==> config.mk <==
export PLATFORM = sky130hd
export DESIGN_NAME = mlf_top
export DESIGN_NICKNAME = d
export VERILOG_FILES = /design/src/logic/mlf_pkg.sv /design/src/logic/mlf_apb_master.sv /design/src/logic/mlf_decode.sv /design/src/logic/mlf_top.sv
export VERILOG_INCLUDE_DIRS = /design/src /design/src/logic
export SDC_FILE = /design/constraint.sdc
export NUM_CORES = 1
export LEC_CHECK = 0
export ABC_AREA = 1
export BUFFER_PORTS_ARGS = -buffer_cell sky130_fd_sc_hd__buf_2
export CORE_ASPECT_RATIO = 1.2
export CORE_MARGIN = 5
export CORE_UTILIZATION = 40
export CTS_CLUSTER_SIZE = 8
export DETAILED_ROUTE_END_ITERATION = 7
export GPL_TIMING_DRIVEN = 0
export PLACE_DENSITY = 0.68
export SYNTH_ARGS = -nofsm -noshare
export SYNTH_HDL_FRONTEND = slang
export SYNTH_SLANG_ARGS = --single-unit
==> constraint.sdc <==
create_clock -name ref_clk -period 3.6 [get_ports ref_clk]
set_input_delay 0.9 -clock ref_clk [delete_from_list [all_inputs] [get_ports ref_clk]]
set_output_delay 0.9 -clock ref_clk [all_outputs]
set_load 0.02 [all_outputs]
==> src/logic/mlf_params.svh <==
/*
  Constants of the memory latency fetch controller: software register map,
  device-side addresses, field layouts and timing counts.
  Assumes a 200 MHz ref_clk and a device reached by one APB master port.
*/
//
// Notes on behaviour
// - Check that the previous mailbox transaction finished before a new request.
// - First request writes low mailbox word zero and high mailbox word zero.
// - Launch writes interface word: run/busy set, address control zero, command 06h.
// - Done when run/busy reads 0 and completion code reads 00h; poll until then.
// - No completion within 100 us: abandon, keep display planes disabled.
// - After the first success, read low mailbox word for levels 0 to 3.
// - Repeat with low word one, high word zero, for levels 4 to 7.
// - Level from 1 upward reading zero invalidates it and all higher levels.
// - Equal values in neighbouring levels are legal, never an error.
// - Level 0 reading zero adds two microseconds to every valid level.
// - Module configuration read for both channels at memctl base plus 500Ch, 5010h.
// - Populated module matching one of four rank/width/size combinations is dense.
// - Any dense module raises level 0 by one microsecond.
// - Disable scaling if interlaced or a plane cannot tolerate 10 us, else enable.
// - Disable masks all but best point; enable unmasks all adequate points.
// - Simple policy: disable when several pipes or interlace, else enable.
`ifndef MLF_PARAMS_SVH
`define MLF_PARAMS_SVH

// ==========================================================================
// Software register offsets
`define MLF_SW_CTRL        12'h000
`define MLF_SW_CFG         12'h004
`define MLF_SW_POINTS      12'h008
`define MLF_SW_STATUS      12'h00C
`define MLF_SW_LAT_LO      12'h010
`define MLF_SW_LAT_HI      12'h014
`define MLF_SW_VALID       12'h018
`define MLF_CFG_RST        32'h0000_0000
`define MLF_POINTS_RST     32'h0000_0000

// ==========================================================================
// Device addresses
`define MLF_MB_IF_ADDR     32'h0000_0000
`define MLF_MB_LO_ADDR     32'h0000_0004
`define MLF_MB_HI_ADDR     32'h0000_0008
`define MLF_PT_MASK_ADDR   32'h0000_000C
`define MLF_MEMCTL_BASE    32'h0001_0000
`define MLF_MODCFG0_OFS    32'h0000_500C
`define MLF_MODCFG1_OFS    32'h0000_5010

// ==========================================================================
// Mailbox interface word
`define MLF_MB_RUN_BIT     31
`define MLF_MB_CODE_MSB    7
`define MLF_MB_CMD_LAT     8'h06
`define MLF_MB_OK          8'h00
`define MLF_LAUNCH_WORD    32'h8000_0006
`define MLF_SET0_WORD      32'h0000_0000
`define MLF_SET1_WORD      32'h0000_0001

// ==========================================================================
// Module configuration fields, 16 bits per module, two per channel
`define MLF_MOD_STRIDE     16
`define MLF_MOD_X16_BIT    8
`define MLF_MOD_DUAL_BIT   9
`define MLF_SZ_8G          8'h08
`define MLF_SZ_16G         8'h10
`define MLF_SZ_32G         8'h20
`define MLF_ZERO_ADD_US    8'h02
`define MLF_DENSE_ADD_US   8'h01

// ==========================================================================
// Timing
`define MLF_CLK_MHZ        200
`define MLF_TIMEOUT_US     100
`define MLF_BLOCK_TIME_US  8'h0A

`endif

==> src/logic/mlf_pkg.sv <==
/*
  Types of the memory latency fetch controller.
  Assumes mlf_params.svh supplies all numeric constants.
*/
package mlf_pkg;
  // ========================================================================
  // Sequencer states
  typedef enum logic [3:0] {
    S_IDLE, S_CHK, S_WLO, S_WHI, S_WIF, S_POLL, S_RDLO, S_MC0, S_MC1, S_MASK
  } mlf_state_t;
endpackage : mlf_pkg

==> src/logic/mlf_apb_master.sv <==
/*
  APB master toward the device: one transfer per request; a req held past done repeats it.
  Assumes the requester holds req and its fields stable until done.
*/
`timescale 1ns/1ps
`default_nettype none
module mlf_apb_master (
  input  wire logic        ref_clk,
  input  wire logic        rst_n,
  input  wire logic        req,
  input  wire logic        req_wr,
  input  wire logic [31:0] req_addr,
  input  wire logic [31:0] req_wdata,
  output logic             done,
  output logic      [31:0] rdata,
  output logic             psel,
  output logic             penable,
  output logic             pwrite,
  output logic      [31:0] paddr,
  output logic      [31:0] pwdata,
  input  wire logic [31:0] prdata,
  input  wire logic        pready
);
  typedef enum logic [1:0] {M_IDLE, M_SETUP, M_ACC, M_DONE} mlf_mst_t;
  mlf_mst_t    st_r, st_nxt;
  logic [31:0] rdata_nxt;

  // ========================================================================
  // Phase sequencing; a req still held after the done cycle starts another transfer from idle
  always_comb begin
    st_nxt    = st_r;
    rdata_nxt = rdata;
    case (st_r)
      M_IDLE:  if (req) st_nxt = M_SETUP;
      M_SETUP: st_nxt = M_ACC;
      M_ACC: if (pready) begin
        st_nxt    = M_DONE;
        rdata_nxt = prdata;
      end
      M_DONE:  st_nxt = M_IDLE;
      default: st_nxt = M_IDLE;
    endcase
  end

  always_ff @(posedge ref_clk) begin
    if (!rst_n) begin
      st_r  <= M_IDLE;
      rdata <= 32'h0000_0000;
    end else begin
      st_r  <= st_nxt;
      rdata <= rdata_nxt;
    end
  end

  // Bus pins from state; fields mirror the held request
  always_comb begin
    psel    = (st_r == M_SETUP) || (st_r == M_ACC);
    penable = (st_r == M_ACC);
    done    = (st_r == M_DONE);
  end

  // Address and data registered, stable through the access phase
  always_ff @(posedge ref_clk) begin
    if (!rst_n) begin
      pwrite <= 1'b0;
      paddr  <= 32'h0000_0000;
      pwdata <= 32'h0000_0000;
    end else if (st_r == M_IDLE && req) begin
      pwrite <= req_wr;
      paddr  <= req_addr;
      pwdata <= req_wdata;
    end
  end
endmodule : mlf_apb_master
`default_nettype wire

==> src/logic/mlf_decode.sv <==
/*
  Unpacks the two latency words, marks valid levels and applies the
  zero-level and dense-module corrections. Purely combinational.
  Assumes its inputs come from registers in the sequencer.
*/
`timescale 1ns/1ps
`default_nettype none
`include "mlf_params.svh"
module mlf_decode (
  input  wire logic [31:0] word_lo,
  input  wire logic [31:0] word_hi,
  input  wire logic [31:0] mc0,
  input  wire logic [31:0] mc1,
  output logic      [63:0] lat,
  output logic       [7:0] valid,
  output logic             dense
);
  logic [63:0] raw;
  logic [63:0] mods;
  logic  [3:0] hit;
  logic        l0_zero;

  // byte order, level i in byte i
  assign raw     = {word_hi, word_lo};
  assign mods    = {mc1, mc0};
  assign l0_zero = (raw[7:0] == 8'h00);
  assign dense   = |hit;

  // ========================================================================
  // Per level validity and correction; equal neighbours pass untouched
  for (genvar i = 0; i < 8; i++) begin : g_lvl
    logic [7:0] v;
    always_comb begin
      // zero level 0 lifts valid levels
      v = raw[8*i +: 8] + (l0_zero ? `MLF_ZERO_ADD_US : 8'h00);
      if (i == 0 && dense) v = v + `MLF_DENSE_ADD_US;
    end
    if (i == 0) begin : g_l0
      assign valid[0] = 1'b1;
    end else begin : g_ln
      // zero level kills itself and above; repeats allowed
      assign valid[i] = valid[i-1] && (raw[8*i +: 8] != 8'h00);
    end
    assign lat[8*i +: 8] = valid[i] ? v : 8'h00;
  end

  // ========================================================================
  // Dense module detection, two modules per channel
  for (genvar m = 0; m < 4; m++) begin : g_mod
    logic [15:0] f;
    logic  [7:0] sz;
    logic        x16;
    logic        dual;
    assign f    = mods[`MLF_MOD_STRIDE*m +: `MLF_MOD_STRIDE];
    assign sz   = f[7:0];
    assign x16  = f[`MLF_MOD_X16_BIT];
    assign dual = f[`MLF_MOD_DUAL_BIT];
    assign hit[m] = (sz != 8'h00) &&
                    ((!x16 && !dual && sz == `MLF_SZ_16G) ||
                     (!x16 &&  dual && sz == `MLF_SZ_32G) ||
                     ( x16 && !dual && sz == `MLF_SZ_8G)  ||
                     ( x16 &&  dual && sz == `MLF_SZ_16G));
  end
endmodule : mlf_decode
`default_nettype wire

==> src/logic/mlf_top.sv <==
/*
  Memory latency fetch controller: software APB slave, mailbox sequencer
  and scaling policy, driving the device through an APB master.
  Assumes the device answers on the same ref_clk; no synchronisers needed.
*/
// The APB slave port is this design's own decision.
`timescale 1ns/1ps
`default_nettype none
`include "mlf_params.svh"
module mlf_top
  import mlf_pkg::*;
#(
  parameter int TIMEOUT_CYC = `MLF_TIMEOUT_US * `MLF_CLK_MHZ
) (
  input  wire logic        ref_clk,
  input  wire logic        rst_n,
  input  wire logic        s_psel,
  input  wire logic        s_penable,
  input  wire logic        s_pwrite,
  input  wire logic [11:0] s_paddr,
  input  wire logic [31:0] s_pwdata,
  output logic      [31:0] s_prdata,
  output logic             s_pready,
  output logic             s_pslverr,
  output logic             m_psel,
  output logic             m_penable,
  output logic             m_pwrite,
  output logic      [31:0] m_paddr,
  output logic      [31:0] m_pwdata,
  input  wire logic [31:0] m_prdata,
  input  wire logic        m_pready,
  output logic             planes_ok,
  output logic             dvfs_disable
);
  mlf_state_t  state_r, state_nxt;
  logic        set_r, set_nxt;
  logic        done_r, done_nxt;
  logic        fail_r, fail_nxt;
  logic        dvfs_r, dvfs_nxt;
  logic [15:0] tmr_r, tmr_nxt;
  logic [31:0] lo_r, lo_nxt, hi_r, hi_nxt;
  logic [31:0] mc0_r, mc0_nxt, mc1_r, mc1_nxt;
  logic [31:0] cfg_r, cfg_nxt, pts_r, pts_nxt;
  logic [31:0] prd_nxt;
  logic        sw_wr, sw_setup, start, apply, mapped;
  logic        req, req_wr, mst_done;
  logic [31:0] req_addr, req_wdata, mst_rdata;
  logic [63:0] lat;
  logic  [7:0] valid;
  logic        dense, dis_want, rb, code_ok, expired;

  // ========================================================================
  // Helpers
  mlf_apb_master u_mst (
    .ref_clk   (ref_clk),
    .rst_n     (rst_n),
    .req       (req),
    .req_wr    (req_wr),
    .req_addr  (req_addr),
    .req_wdata (req_wdata),
    .done      (mst_done),
    .rdata     (mst_rdata),
    .psel      (m_psel),
    .penable   (m_penable),
    .pwrite    (m_pwrite),
    .paddr     (m_paddr),
    .pwdata    (m_pwdata),
    .prdata    (m_prdata),
    .pready    (m_pready)
  );

  mlf_decode u_dec (
    .word_lo (lo_r),
    .word_hi (hi_r),
    .mc0     (mc0_r),
    .mc1     (mc1_r),
    .lat     (lat),
    .valid   (valid),
    .dense   (dense)
  );

  // ========================================================================
  // Software slave decode; zero wait states
  always_comb begin
    sw_setup  = s_psel && !s_penable;
    sw_wr     = s_psel && s_penable && s_pwrite;
    s_pready  = s_psel && s_penable;
    mapped    = (s_paddr <= `MLF_SW_VALID) && (s_paddr[1:0] == 2'b00);
    s_pslverr = s_pready && !mapped;
    start     = sw_wr && s_paddr == `MLF_SW_CTRL && s_pwdata[0];
    apply     = sw_wr && s_paddr == `MLF_SW_CTRL && s_pwdata[1];
  end

  // Read data latched in the setup cycle, so it comes from a flip-flop
  always_comb begin
    prd_nxt = s_prdata;
    if (sw_setup) begin
      case (s_paddr)
        `MLF_SW_CFG:    prd_nxt = cfg_r;
        `MLF_SW_POINTS: prd_nxt = pts_r;
        `MLF_SW_STATUS: prd_nxt = {27'h0, dvfs_r, dense, fail_r, done_r,
                                   state_r != S_IDLE};
        `MLF_SW_LAT_LO: prd_nxt = lat[31:0];
        `MLF_SW_LAT_HI: prd_nxt = lat[63:32];
        `MLF_SW_VALID:  prd_nxt = {24'h0, valid};
        default:        prd_nxt = 32'h0000_0000;
      endcase
    end
  end

  // ========================================================================
  // Scaling policy
  always_comb begin
    // simple policy: several pipes or interlace
    if (cfg_r[1])
      dis_want = cfg_r[0] || (cfg_r[7:4] > 4'h1);
    // interlace or a plane short of the block time
    else
      dis_want = cfg_r[0] || (cfg_r[15:8] < `MLF_BLOCK_TIME_US);
  end

  // ========================================================================
  // Device request fields per state
  always_comb begin
    req       = 1'b1;
    req_wr    = 1'b0;
    req_addr  = `MLF_MB_IF_ADDR;
    req_wdata = 32'h0000_0000;
    case (state_r)
      S_CHK, S_POLL: req_addr = `MLF_MB_IF_ADDR;
      S_WLO: begin
        req_wr    = 1'b1;
        req_addr  = `MLF_MB_LO_ADDR;
        req_wdata = set_r ? `MLF_SET1_WORD : `MLF_SET0_WORD;
      end
      S_WHI: begin
        req_wr    = 1'b1;
        req_addr  = `MLF_MB_HI_ADDR;
        req_wdata = 32'h0000_0000;
      end
      S_WIF: begin
        req_wr    = 1'b1;
        req_wdata = `MLF_LAUNCH_WORD;
      end
      S_RDLO: req_addr = `MLF_MB_LO_ADDR;
      S_MC0:  req_addr = `MLF_MEMCTL_BASE + `MLF_MODCFG0_OFS;
      S_MC1:  req_addr = `MLF_MEMCTL_BASE + `MLF_MODCFG1_OFS;
      S_MASK: begin
        req_wr    = 1'b1;
        req_addr  = `MLF_PT_MASK_ADDR;
        // keep only best point, or all adequate ones
        req_wdata = {24'h0, dvfs_r ? ~pts_r[7:0] : ~pts_r[15:8]};
      end
      default: req = 1'b0;
    endcase
  end

  // ========================================================================
  // Sequencer; the timer only runs while waiting on the mailbox
  always_comb begin
    rb        = mst_rdata[`MLF_MB_RUN_BIT];
    code_ok   = mst_rdata[`MLF_MB_CODE_MSB:0] == `MLF_MB_OK;
    expired   = tmr_r >= 16'(TIMEOUT_CYC);
    state_nxt = state_r;
    set_nxt   = set_r;
    done_nxt  = done_r;
    fail_nxt  = fail_r;
    dvfs_nxt  = dvfs_r;
    lo_nxt    = lo_r;
    hi_nxt    = hi_r;
    mc0_nxt   = mc0_r;
    mc1_nxt   = mc1_r;
    tmr_nxt   = (state_r == S_CHK || state_r == S_POLL) ? tmr_r + 16'h0001
                                                        : 16'h0000;
    case (state_r)
      S_IDLE: if (start) begin
        state_nxt = S_CHK;
        set_nxt   = 1'b0;
        done_nxt  = 1'b0;
        fail_nxt  = 1'b0;
      end else if (apply) begin
        state_nxt = S_MASK;
        dvfs_nxt  = dis_want;
      end
      S_CHK: if (mst_done) begin
        if (!rb) state_nxt = S_WLO;
        else if (expired) begin
          state_nxt = S_IDLE;
          fail_nxt  = 1'b1;
        end
      end
      S_WLO: if (mst_done) state_nxt = S_WHI;
      S_WHI: if (mst_done) state_nxt = S_WIF;
      S_WIF: if (mst_done) state_nxt = S_POLL;
      S_POLL: if (mst_done) begin
        // success needs run/busy clear and code 00h
        if (!rb && code_ok) state_nxt = S_RDLO;
        else if (!rb) begin
          state_nxt = S_IDLE;
          fail_nxt  = 1'b1;
        end
        else if (expired) begin
          state_nxt = S_IDLE;
          fail_nxt  = 1'b1;
        end
      end
      S_RDLO: if (mst_done) begin
        if (!set_r) begin
          lo_nxt    = mst_rdata;
          set_nxt   = 1'b1;
          state_nxt = S_CHK;
        end else begin
          hi_nxt    = mst_rdata;
          state_nxt = S_MC0;
        end
      end
      S_MC0: if (mst_done) begin
        mc0_nxt   = mst_rdata;
        state_nxt = S_MC1;
      end
      S_MC1: if (mst_done) begin
        mc1_nxt   = mst_rdata;
        done_nxt  = 1'b1;
        state_nxt = S_IDLE;
      end
      S_MASK: if (mst_done) state_nxt = S_IDLE;
      default: state_nxt = S_IDLE;
    endcase
  end

  // Register stage for sequencer and software registers
  always_comb begin
    cfg_nxt = (sw_wr && s_paddr == `MLF_SW_CFG) ? s_pwdata : cfg_r;
    pts_nxt = (sw_wr && s_paddr == `MLF_SW_POINTS) ? s_pwdata : pts_r;
  end

  always_ff @(posedge ref_clk) begin
    if (!rst_n) begin
      state_r  <= S_IDLE;
      set_r    <= 1'b0;
      done_r   <= 1'b0;
      fail_r   <= 1'b0;
      dvfs_r   <= 1'b0;
      tmr_r    <= 16'h0000;
      lo_r     <= 32'h0000_0000;
      hi_r     <= 32'h0000_0000;
      mc0_r    <= 32'h0000_0000;
      mc1_r    <= 32'h0000_0000;
      cfg_r    <= `MLF_CFG_RST;
      pts_r    <= `MLF_POINTS_RST;
      s_prdata <= 32'h0000_0000;
    end else begin
      state_r  <= state_nxt;
      set_r    <= set_nxt;
      done_r   <= done_nxt;
      fail_r   <= fail_nxt;
      dvfs_r   <= dvfs_nxt;
      tmr_r    <= tmr_nxt;
      lo_r     <= lo_nxt;
      hi_r     <= hi_nxt;
      mc0_r    <= mc0_nxt;
      mc1_r    <= mc1_nxt;
      cfg_r    <= cfg_nxt;
      pts_r    <= pts_nxt;
      s_prdata <= prd_nxt;
    end
  end

  // planes held off until a clean fetch
  assign planes_ok    = done_r && !fail_r;
  assign dvfs_disable = dvfs_r;
endmodule : mlf_top
`default_nettype wire

==> key figures, run 1 <==
Run status
  – Status: finished, final reports clean

STA
  – Least-Margin Pin Slew: around 1.0 ns
  – Clock skew: 0.0283 ns
  – Slew margin rel.: 31.3%
  – Fmax: approximately 0.3 GHz
  – RSZ-0062 raised after global routing: false
  – Crit path time final: 3.36 ns
  – Final Max Slew Viols: 0
  – Final setup viols: 0
  – Fin crit share: 93.3%
  – Hold Vio Cnt, Final: 0

Clock tree
  – Worst-path clk slew: 0.05 ns
  – Sink Count: 272
  – Bufs on Longest Clock Path: 3
  – # hold bufs at CTS: 0
  – CTS tree: built
  – CTS root buf: clkbuf_16
  – Htree depth: 2
  – CTS resizes: 0
  – Clock latency on the worst-skew pair: 0.54 ns
  – CTS buffer count: 40
  – Post-CTS Setup Inserts: 0

Route
  – DR WL/cell: 17.5 um
  – Drt initial violations: 1170
  – Drt drc: 0
  – Vias: 13100
  – Number of vias per cell: 5.11
  – Post-DRT Antenna Nets: 0
  – First drt pass iteration count: 6
  – WL final: 44.9 mm

Die
  – Row count: 73
  – Die height: 210 um
  – Initial core utilization: 40.3%
  – Die W: approximately 180 um
  – Full die area: about 0.037 mm2
  – Core Footprint: 0.0330 mm2
  – # IOs: 185

Global routing
  – Vias in the first global route: 12400
  – GRT Total Usage: between 20% and 30%
  – Largest net degree at the start of global routing: 11
  – First-pass GRT wire length: ~70 mm
  – Antenna violations before repair: 0
  – GR Overflow Total: 0

Critical path
  – FF-to-FF path depth: 17
  – CP max FO: 8
  – Crit path DAT: 3.72 ns
  – Worst setup EP type: flip-flop
  – Most frequent CP cell: nand2_1
  – Worst Setup SP: lo_r[6]
  – FF-to-FF setup slack: 0.24 ns
  – Max incr delay on CP: ~0.72 ns
  – Worst path cell trace: inv_1, nand4_1, nor3_1, nor3b_2, ha_1, ha_1, nand3_1, xor2_1, inv_1, nand2_1, nand2_1, nand2_1, nand2_1, nand3_1, nand3_1, nand2_1, a21oi_1
  – Worst EP required: 3.96 ns
  – Worst setup endpoint: s_prdata[6]
  – WS Path Type: reg2reg
  – RR Startpoint: lo_r[6]
  – Reg-to-reg endpoint: s_prdata[6]
  – Startpoint Class: flip-flop
  – Crit path max-delay cell type: nor3b_2

Synth
  – Post-Syn Area: about 0.013 mm2
  – Post-Syn Instances: 1889
  – Main synth FF type: dfxtp_1
  – Register area share after synthesis: 41.0%
  – Post-synthesis cell type count: 52
  – Flops & latches, synth: 272
  – Yosys warnings: 0
  – Fraction of registers with async set/reset: 0%
  – Post-synth EDFFs: 0
  – Mapped Avg Cell Area: approximately 7.0 um2

Layout
  – Fill count: 3371
  – Final #Nets: between 2000 and 2500
  – Share of cells above drive strength 1: between 10% and 20%
  – Area grow syn2layout: 18.8%
  – Util after Layout: 47.9%
  – Final cell count without fillers: ~2600
  – Register area: 0.00545 mm2
  – Antenna diode count: 0
  – Multi-input logic area: 0.00658 mm2

Power
  – Leak: around 0.0067 uW
  – Pwr/cell area: a little under 500 mW/mm2
  – Peak supply drop: 0.000311 V
  – Total Power: 7830 uW

Placement
  – Final Wtd Congestion: 0.938
  – Dpl cells: 2521
  – DP HPWL: roughly 35 mm
  – Input/output buffers: 134

Job
  – MaxCap Viol Count: 0

Worst hold path
  – HP Class: reg2reg
==> how the worst min path moves through the flow <==
stage / startpoint / end / slack (ns) / cells after the start
after floorplan: mc0_r[17] / mc0_r[17] / 0.42 / 2
after global placement: mc0_r[17] / mc0_r[17] / 0.43 / 2
after detailed placement: mc0_r[17] / mc0_r[17] / 0.44 / 2
after CTS: pts_r[24] / pts_r[24] / 0.45 / 2
after global routing: pts_r[20] / pts_r[20] / 0.47 / 2
final: mc0_r[17] / mc0_r[17] / 0.44 / 2
==> layout make-up <==
cell class	instances	area share [%]
plain buffers	133	4.52
clock buffers	44	6.70
clock inverters	2	0.158
inverters	194	4.62
multi-input cells	1338	41.7
flip-flops and latches	272	34.5
well taps	450	3.57
repair buffers	134	4.25
==> synth_stat cells, types with 3 or more instances <==
cell,count,area [um2]
nor2_1,293,1100
dfxtp_1,272,5450
nand2_1,261,980
o21ai_0,217,1090
a21oi_1,193,966
inv_1,182,683
nand3_1,97,485
clkbuf_1,70,263
buf_4,54,405
nand4_1,34,213
xor2_1,28,245
nor3_1,23,115
ha_1,22,275
o22ai_1,16,100
nand3b_1,15,113
nor2_2,11,68.8
xnor2_1,10,87.6
inv_2,9,33.8
buf_2,8,40.0
nand2_2,7,43.8
nor4_1,6,37.5
o211ai_1,6,45.0
o21ai_1,6,30.0
nor2_4,4,45.0
nor3b_1,4,30.0
a211oi_1,3,22.5
a31oi_1,3,18.8
o221ai_1,3,26.3
o31ai_1,3,22.5
or2_2,3,18.8
==> critical path, delay by kind of cell (launching register included) <==
kind	cells	cell delay, ns
buffers and inverters	2	0.25
adders and majority gates	2	0.57
xor gates and xnor gates	1	0.33
and+or+nand+nor	11	1.65
AOI/OAI and AO/OA	1	0.08
DFF	1	0.33
==> metal layers <==
layer | global-route usage, % | routed length [um]
met1 | 29.3 | 18700
met2 | 40.4 | 21700
met3 | 3.13 | 2700
met4 | 9.74 | 1890
met5 | 0 | 0
==> cell usage in the layout (no fill, tap or decap), types with 7 or more instances in the layout <==
| cell type | netlist | final |
|---|---|---|
| inv_1 | 182 | 182 |
| dfxtp_1 | 272 | 272 |
| nor2_1 | 293 | 293 |
| nand3b_1 | 15 | 15 |
| inv_2 | 9 | 9 |
| xnor2_1 | 10 | 10 |
| nand3_1 | 97 | 97 |
| xor2_1 | 28 | 28 |
| nand2_2 | 7 | 7 |
| o22ai_1 | 16 | 16 |
| conb_1 | 1 | 49 |
| buf_4 | 54 | 54 |
| nor2_2 | 11 | 11 |
| nand2_1 | 261 | 261 |
| a21oi_1 | 193 | 193 |
| nand4_1 | 34 | 34 |
| clkbuf_1 | 70 | 72 |
| buf_2 | 8 | 142 |
| o21ai_0 | 217 | 217 |
| clkbuf_16 | 0 | 42 |
| ha_1 | 22 | 22 |
| nor3_1 | 23 | 23 |
==> report_power, final <==
| group | internal [uW] | switching [uW] |
|---|---|---|
| Combinational | 357 | 772 |
| Sequential | 3170 | 181 |
| Clock | 2050 | 1300 |
| Total | 5580 | 2260 |
==> metrics by stage <==
step	setup WS, ns	instance area, um2	hold WS, ns	setup TNS (ns)
detailed placement	0.278	14700	0.438	0
global route	0.0102	15800	0.468	0
global placement	-0.278	14700	0.434	-0.474
CTS	0.245	15800	0.446	0
finish	0.240	15800	0.441	0
floorplan	0.833	13500	0.424	0
==> cells by family after synthesis <==
kind of cell / Yosys count / synth area share (%)
AO/OA/AOI/OAI: 460 / 18.1
XOR/XNOR: 38 / 2.50
adder cells (fa/ha/maj): 22 / 2.07
buffers and inverters: 327 / 10.9
flip-flops: 272 / 41.0
other: 1 / 0.0282
AND/OR/NAND/NOR: 769 / 25.4
==> flip-flops by register name, summed over array words and instances (netlist names) <==
| register | count |
|---|---|
| cfg_r | 32 |
| done_r | 1 |
| dvfs_disable | 1 |
| fail_r | 1 |
| hi_r | 32 |
| lo_r | 32 |
| mc0_r | 20 |
| mc1_r | 20 |
| pts_r | 32 |
| s_prdata | 32 |
| set_r | 1 |
| state_r | 4 |
| tmr_r | 16 |
| u_mst.paddr | 4 |
| u_mst.pwdata | 9 |
| u_mst.pwrite | 1 |
| u_mst.rdata | 32 |
| u_mst.st_r | 2 |
Note: power is estimated with default switching activity, not from simulation.
==> inputs of run 2 (changes only) <==
--- a/config.mk
+++ b/config.mk
@@ -9,12 +9,13 @@
 export ABC_AREA = 1
 export BUFFER_PORTS_ARGS = -buffer_cell sky130_fd_sc_hd__buf_2
 export CORE_ASPECT_RATIO = 1.2
-export CORE_MARGIN = 5
+export CORE_MARGIN = 8
 export CORE_UTILIZATION = 40
 export CTS_CLUSTER_SIZE = 8
 export DETAILED_ROUTE_END_ITERATION = 7
 export GPL_TIMING_DRIVEN = 0
 export PLACE_DENSITY = 0.68
+export RECOVER_POWER = 25
 export SYNTH_ARGS = -nofsm -noshare
 export SYNTH_HDL_FRONTEND = slang
 export SYNTH_SLANG_ARGS = --single-unit
==> constraint.sdc (replaced) <==
create_clock -name ref_clk -period 3.5 [get_ports ref_clk]
set_input_delay 0.875 -clock ref_clk [delete_from_list [all_inputs] [get_ports ref_clk]]
set_output_delay 0.875 -clock ref_clk [all_outputs]
set_load 0.02 [all_outputs]
==> run 2 against run 1 <==
Net effect: setup slack worse by 0.015 ns; combinational power barely moved; cell count down 0.23%; cell area is 1.0% lower; worst hold slack gained 0.0054 ns; core utilization fell by 0.49 points; flip-flop and latch count is the same; sequential share of layout area increased by 0.35 points; critical path depth unchanged; maximum frequency increased by 2.6%; die area up 6.4%; critical path type unchanged.
==> key figures, run 2 (synthesized netlist as in run 1, its figures left out) <==
Placement
  – DP HPWL: around 35 mm
  – Input/output buffers: 134
  – Final Wtd Congestion: around 0.95
  – Cell area after placement: about 0.015 mm2

Clock tree
  – CTS buffer count: 39
  – CTS tree: built
  – CTS resizes: 0
  – Bufs on Longest Clock Path: 3
  – CTS root buf: clkbuf_16
  – Post-CTS Setup Inserts: 0
  – Worst-path clk slew: 0.05 ns
  – Clock latency on the worst-skew pair: about 0.52 ns
  – Htree depth: 2
  – # hold bufs at CTS: 0
  – Sink Count: around 270

Route
  – Post-DRT Antenna Nets: 0
  – Drt initial violations: 1084
  – DR WL/cell: 17.5 um
  – Vias: 13300
  – Drt drc: 0
  – Number of vias per cell: between 5 and 6
  – First drt pass iteration count: 6
  – WL final: 44.9 mm

Global routing
  – GR Overflow Total: 0
  – GRT Total Usage: 22.1%
  – Antenna violations before repair: 0
  – First-pass GRT wire length: approximately 69 mm
  – Vias in the first global route: approximately 13000
  – Largest net degree at the start of global routing: 11

Critical path
  – Startpoint Class: flip-flop
  – CP max FO: 8
  – Max incr delay on CP: about 0.54 ns
  – Crit path max-delay cell type: nor3b_4
  – Most frequent CP cell: nand2_1
  – Reg-to-reg endpoint: s_prdata[6]
  – Crit path DAT: about 3.6 ns
  – Worst EP required: 3.87 ns
  – RR Startpoint: lo_r[5]
  – Worst setup EP type: flip-flop
  – Worst path cell trace: inv_1, nand4_1, nor3_1, nor3b_4, ha_1, ha_1, nand3_1, xor2_1, inv_1, nand2_1, nand2_1, nand2_1, nand2_1, nand3_1, nand3_1, nand2_1, a21oi_1
  – Crit-path leading delay family: simple AND/OR/NAND/NOR gates
  – FF-to-FF setup slack: 0.22 ns
  – Worst Setup SP: lo_r[5]
  – CP Buf/Inv Count: 2
  – WS Path Type: reg2reg
  – FF-to-FF path depth: 17

STA
  – Final Max Slew Viols: 0
  – WHS: ~0.45 ns
  – Crit path time final: 3.28 ns
  – RSZ-0062 raised after global routing: false
  – Fin crit share: between 90% and 100%
  – Final setup viols: 0
  – Least-Margin Pin Slew: about 0.94 ns
  – Slew margin rel.: 36.7%
  – Fmax: 0.305 GHz
  – Hold Vio Cnt, Final: 0
  – Clock skew: 0.0179 ns

Layout
  – Final #Nets: 2216
  – Area grow syn2layout: 17.6%
  – Fill count: 3388
  – Commonest non-fill, non-tap cell in the layout: nor2_1
  – Post-route cell area: about 0.016 mm2
  – Share of cells above drive strength 1: 11.0%
  – Util after Layout: 47.4%
  – Most frequent cells in the layout: 295 x nor2_1, 272 x dfxtp_1, 262 x nand2_1
  – Antenna diode count: 0

Die
  – Core Footprint: 0.0330 mm2
  – # IOs: ~190
  – Die W: 182 um
  – Die height: 216 um
  – Row count: between 70 and 80
  – Initial core utilization: 40.3%
  – Full die area: 0.0393 mm2

Power
  – Pwr/cell area: 500 mW/mm2
  – Leak: 0.00641 uW
  – Peak supply drop: between 0.0003 and 0.0004 V

Job
  – MaxCap Viol Count: 0

Worst hold path
  – Hold EP: pts_r[19]
  – Hold depth: 2
  – Hold_sp: pts_r[19]
  – HP Class: reg2reg

Run status
  – Status: finished, final reports clean
==> run 2: cell count changes in the layout (fill, tap and decap cells not counted), moves of 2 or more <==
cell       delta
clkbuf_16     -3
clkbuf_1     +46
buf_2        -48
nor2_2        -2
nor2_1        +2
==> run 2: power breakdown <==
group / total [uW] / internal, uW / switching [uW]
Sequential: 3440 / 3260 / 183
Clock: 3230 / 1950 / 1280
Combinational: 1140 / 349 / 791
==> run 2: how the worst max path moves through the flow <==
stage,endpoint,slack (ns),cells past startpoint
final,s_prdata[6],0.22,17
after detailed placement,s_prdata[6],0.13,17
after CTS,s_prdata[6],0.10,17
after global placement,s_prdata[6],-0.43,17
after global routing,s_prdata[6],0.01,17
after floorplan,s_prdata[6],0.73,17
==> run 2: layer usage <==
metal / GRT usage (%) / routed length, um
met5: 0 / 0
met4: 10.4 / 2000
met1: 26.4 / 18700
met3: 3.31 / 2830
met2: 38.5 / 21400
==> run 2: final cells by class <==
| class | instances | area [um2] | share of cell area, % |
|---|---|---|---|
| inverter | 194 | 729 | 4.67 |
| clock buffer | 39 | 976 | 6.24 |
| tap | 450 | 563 | 3.60 |
| timing repair buffer | 134 | 611 | 3.91 |
| buffer | 133 | 713 | 4.56 |
| sequential | 272 | 5450 | 34.8 |
| multi-input combinational | 1338 | 6580 | 42.1 |
| clock inverter | 1 | 8.76 | 0.0560 |
==> run 2: worst reg2reg max path, stage by stage, from the launching register on <==
cell     delay [ns]
dfxtp_1        0.35
inv_1          0.11
nand4_1        0.11
nor3_1         0.17
nor3b_4        0.54
ha_1           0.32
ha_1           0.23
nand3_1        0.13
xor2_1         0.35
inv_1          0.14
nand2_1        0.09
nand2_1        0.05
nand2_1        0.07
nand2_1        0.05
nand3_1        0.11
nand3_1        0.08
nand2_1        0.13
a21oi_1        0.08
==> run 2: per-stage QoR <==
step                setup TNS [ns]  power (uW)  setup WS, ns  std cells
floorplan                        0        4210         0.733       1937
global route                     0        8130        0.0125       2561
global placement            -0.962        4630        -0.432       2521
detailed placement               0        4650         0.132       2521
finish                           0        7820         0.225       2561
CTS                              0        7870         0.104       2561
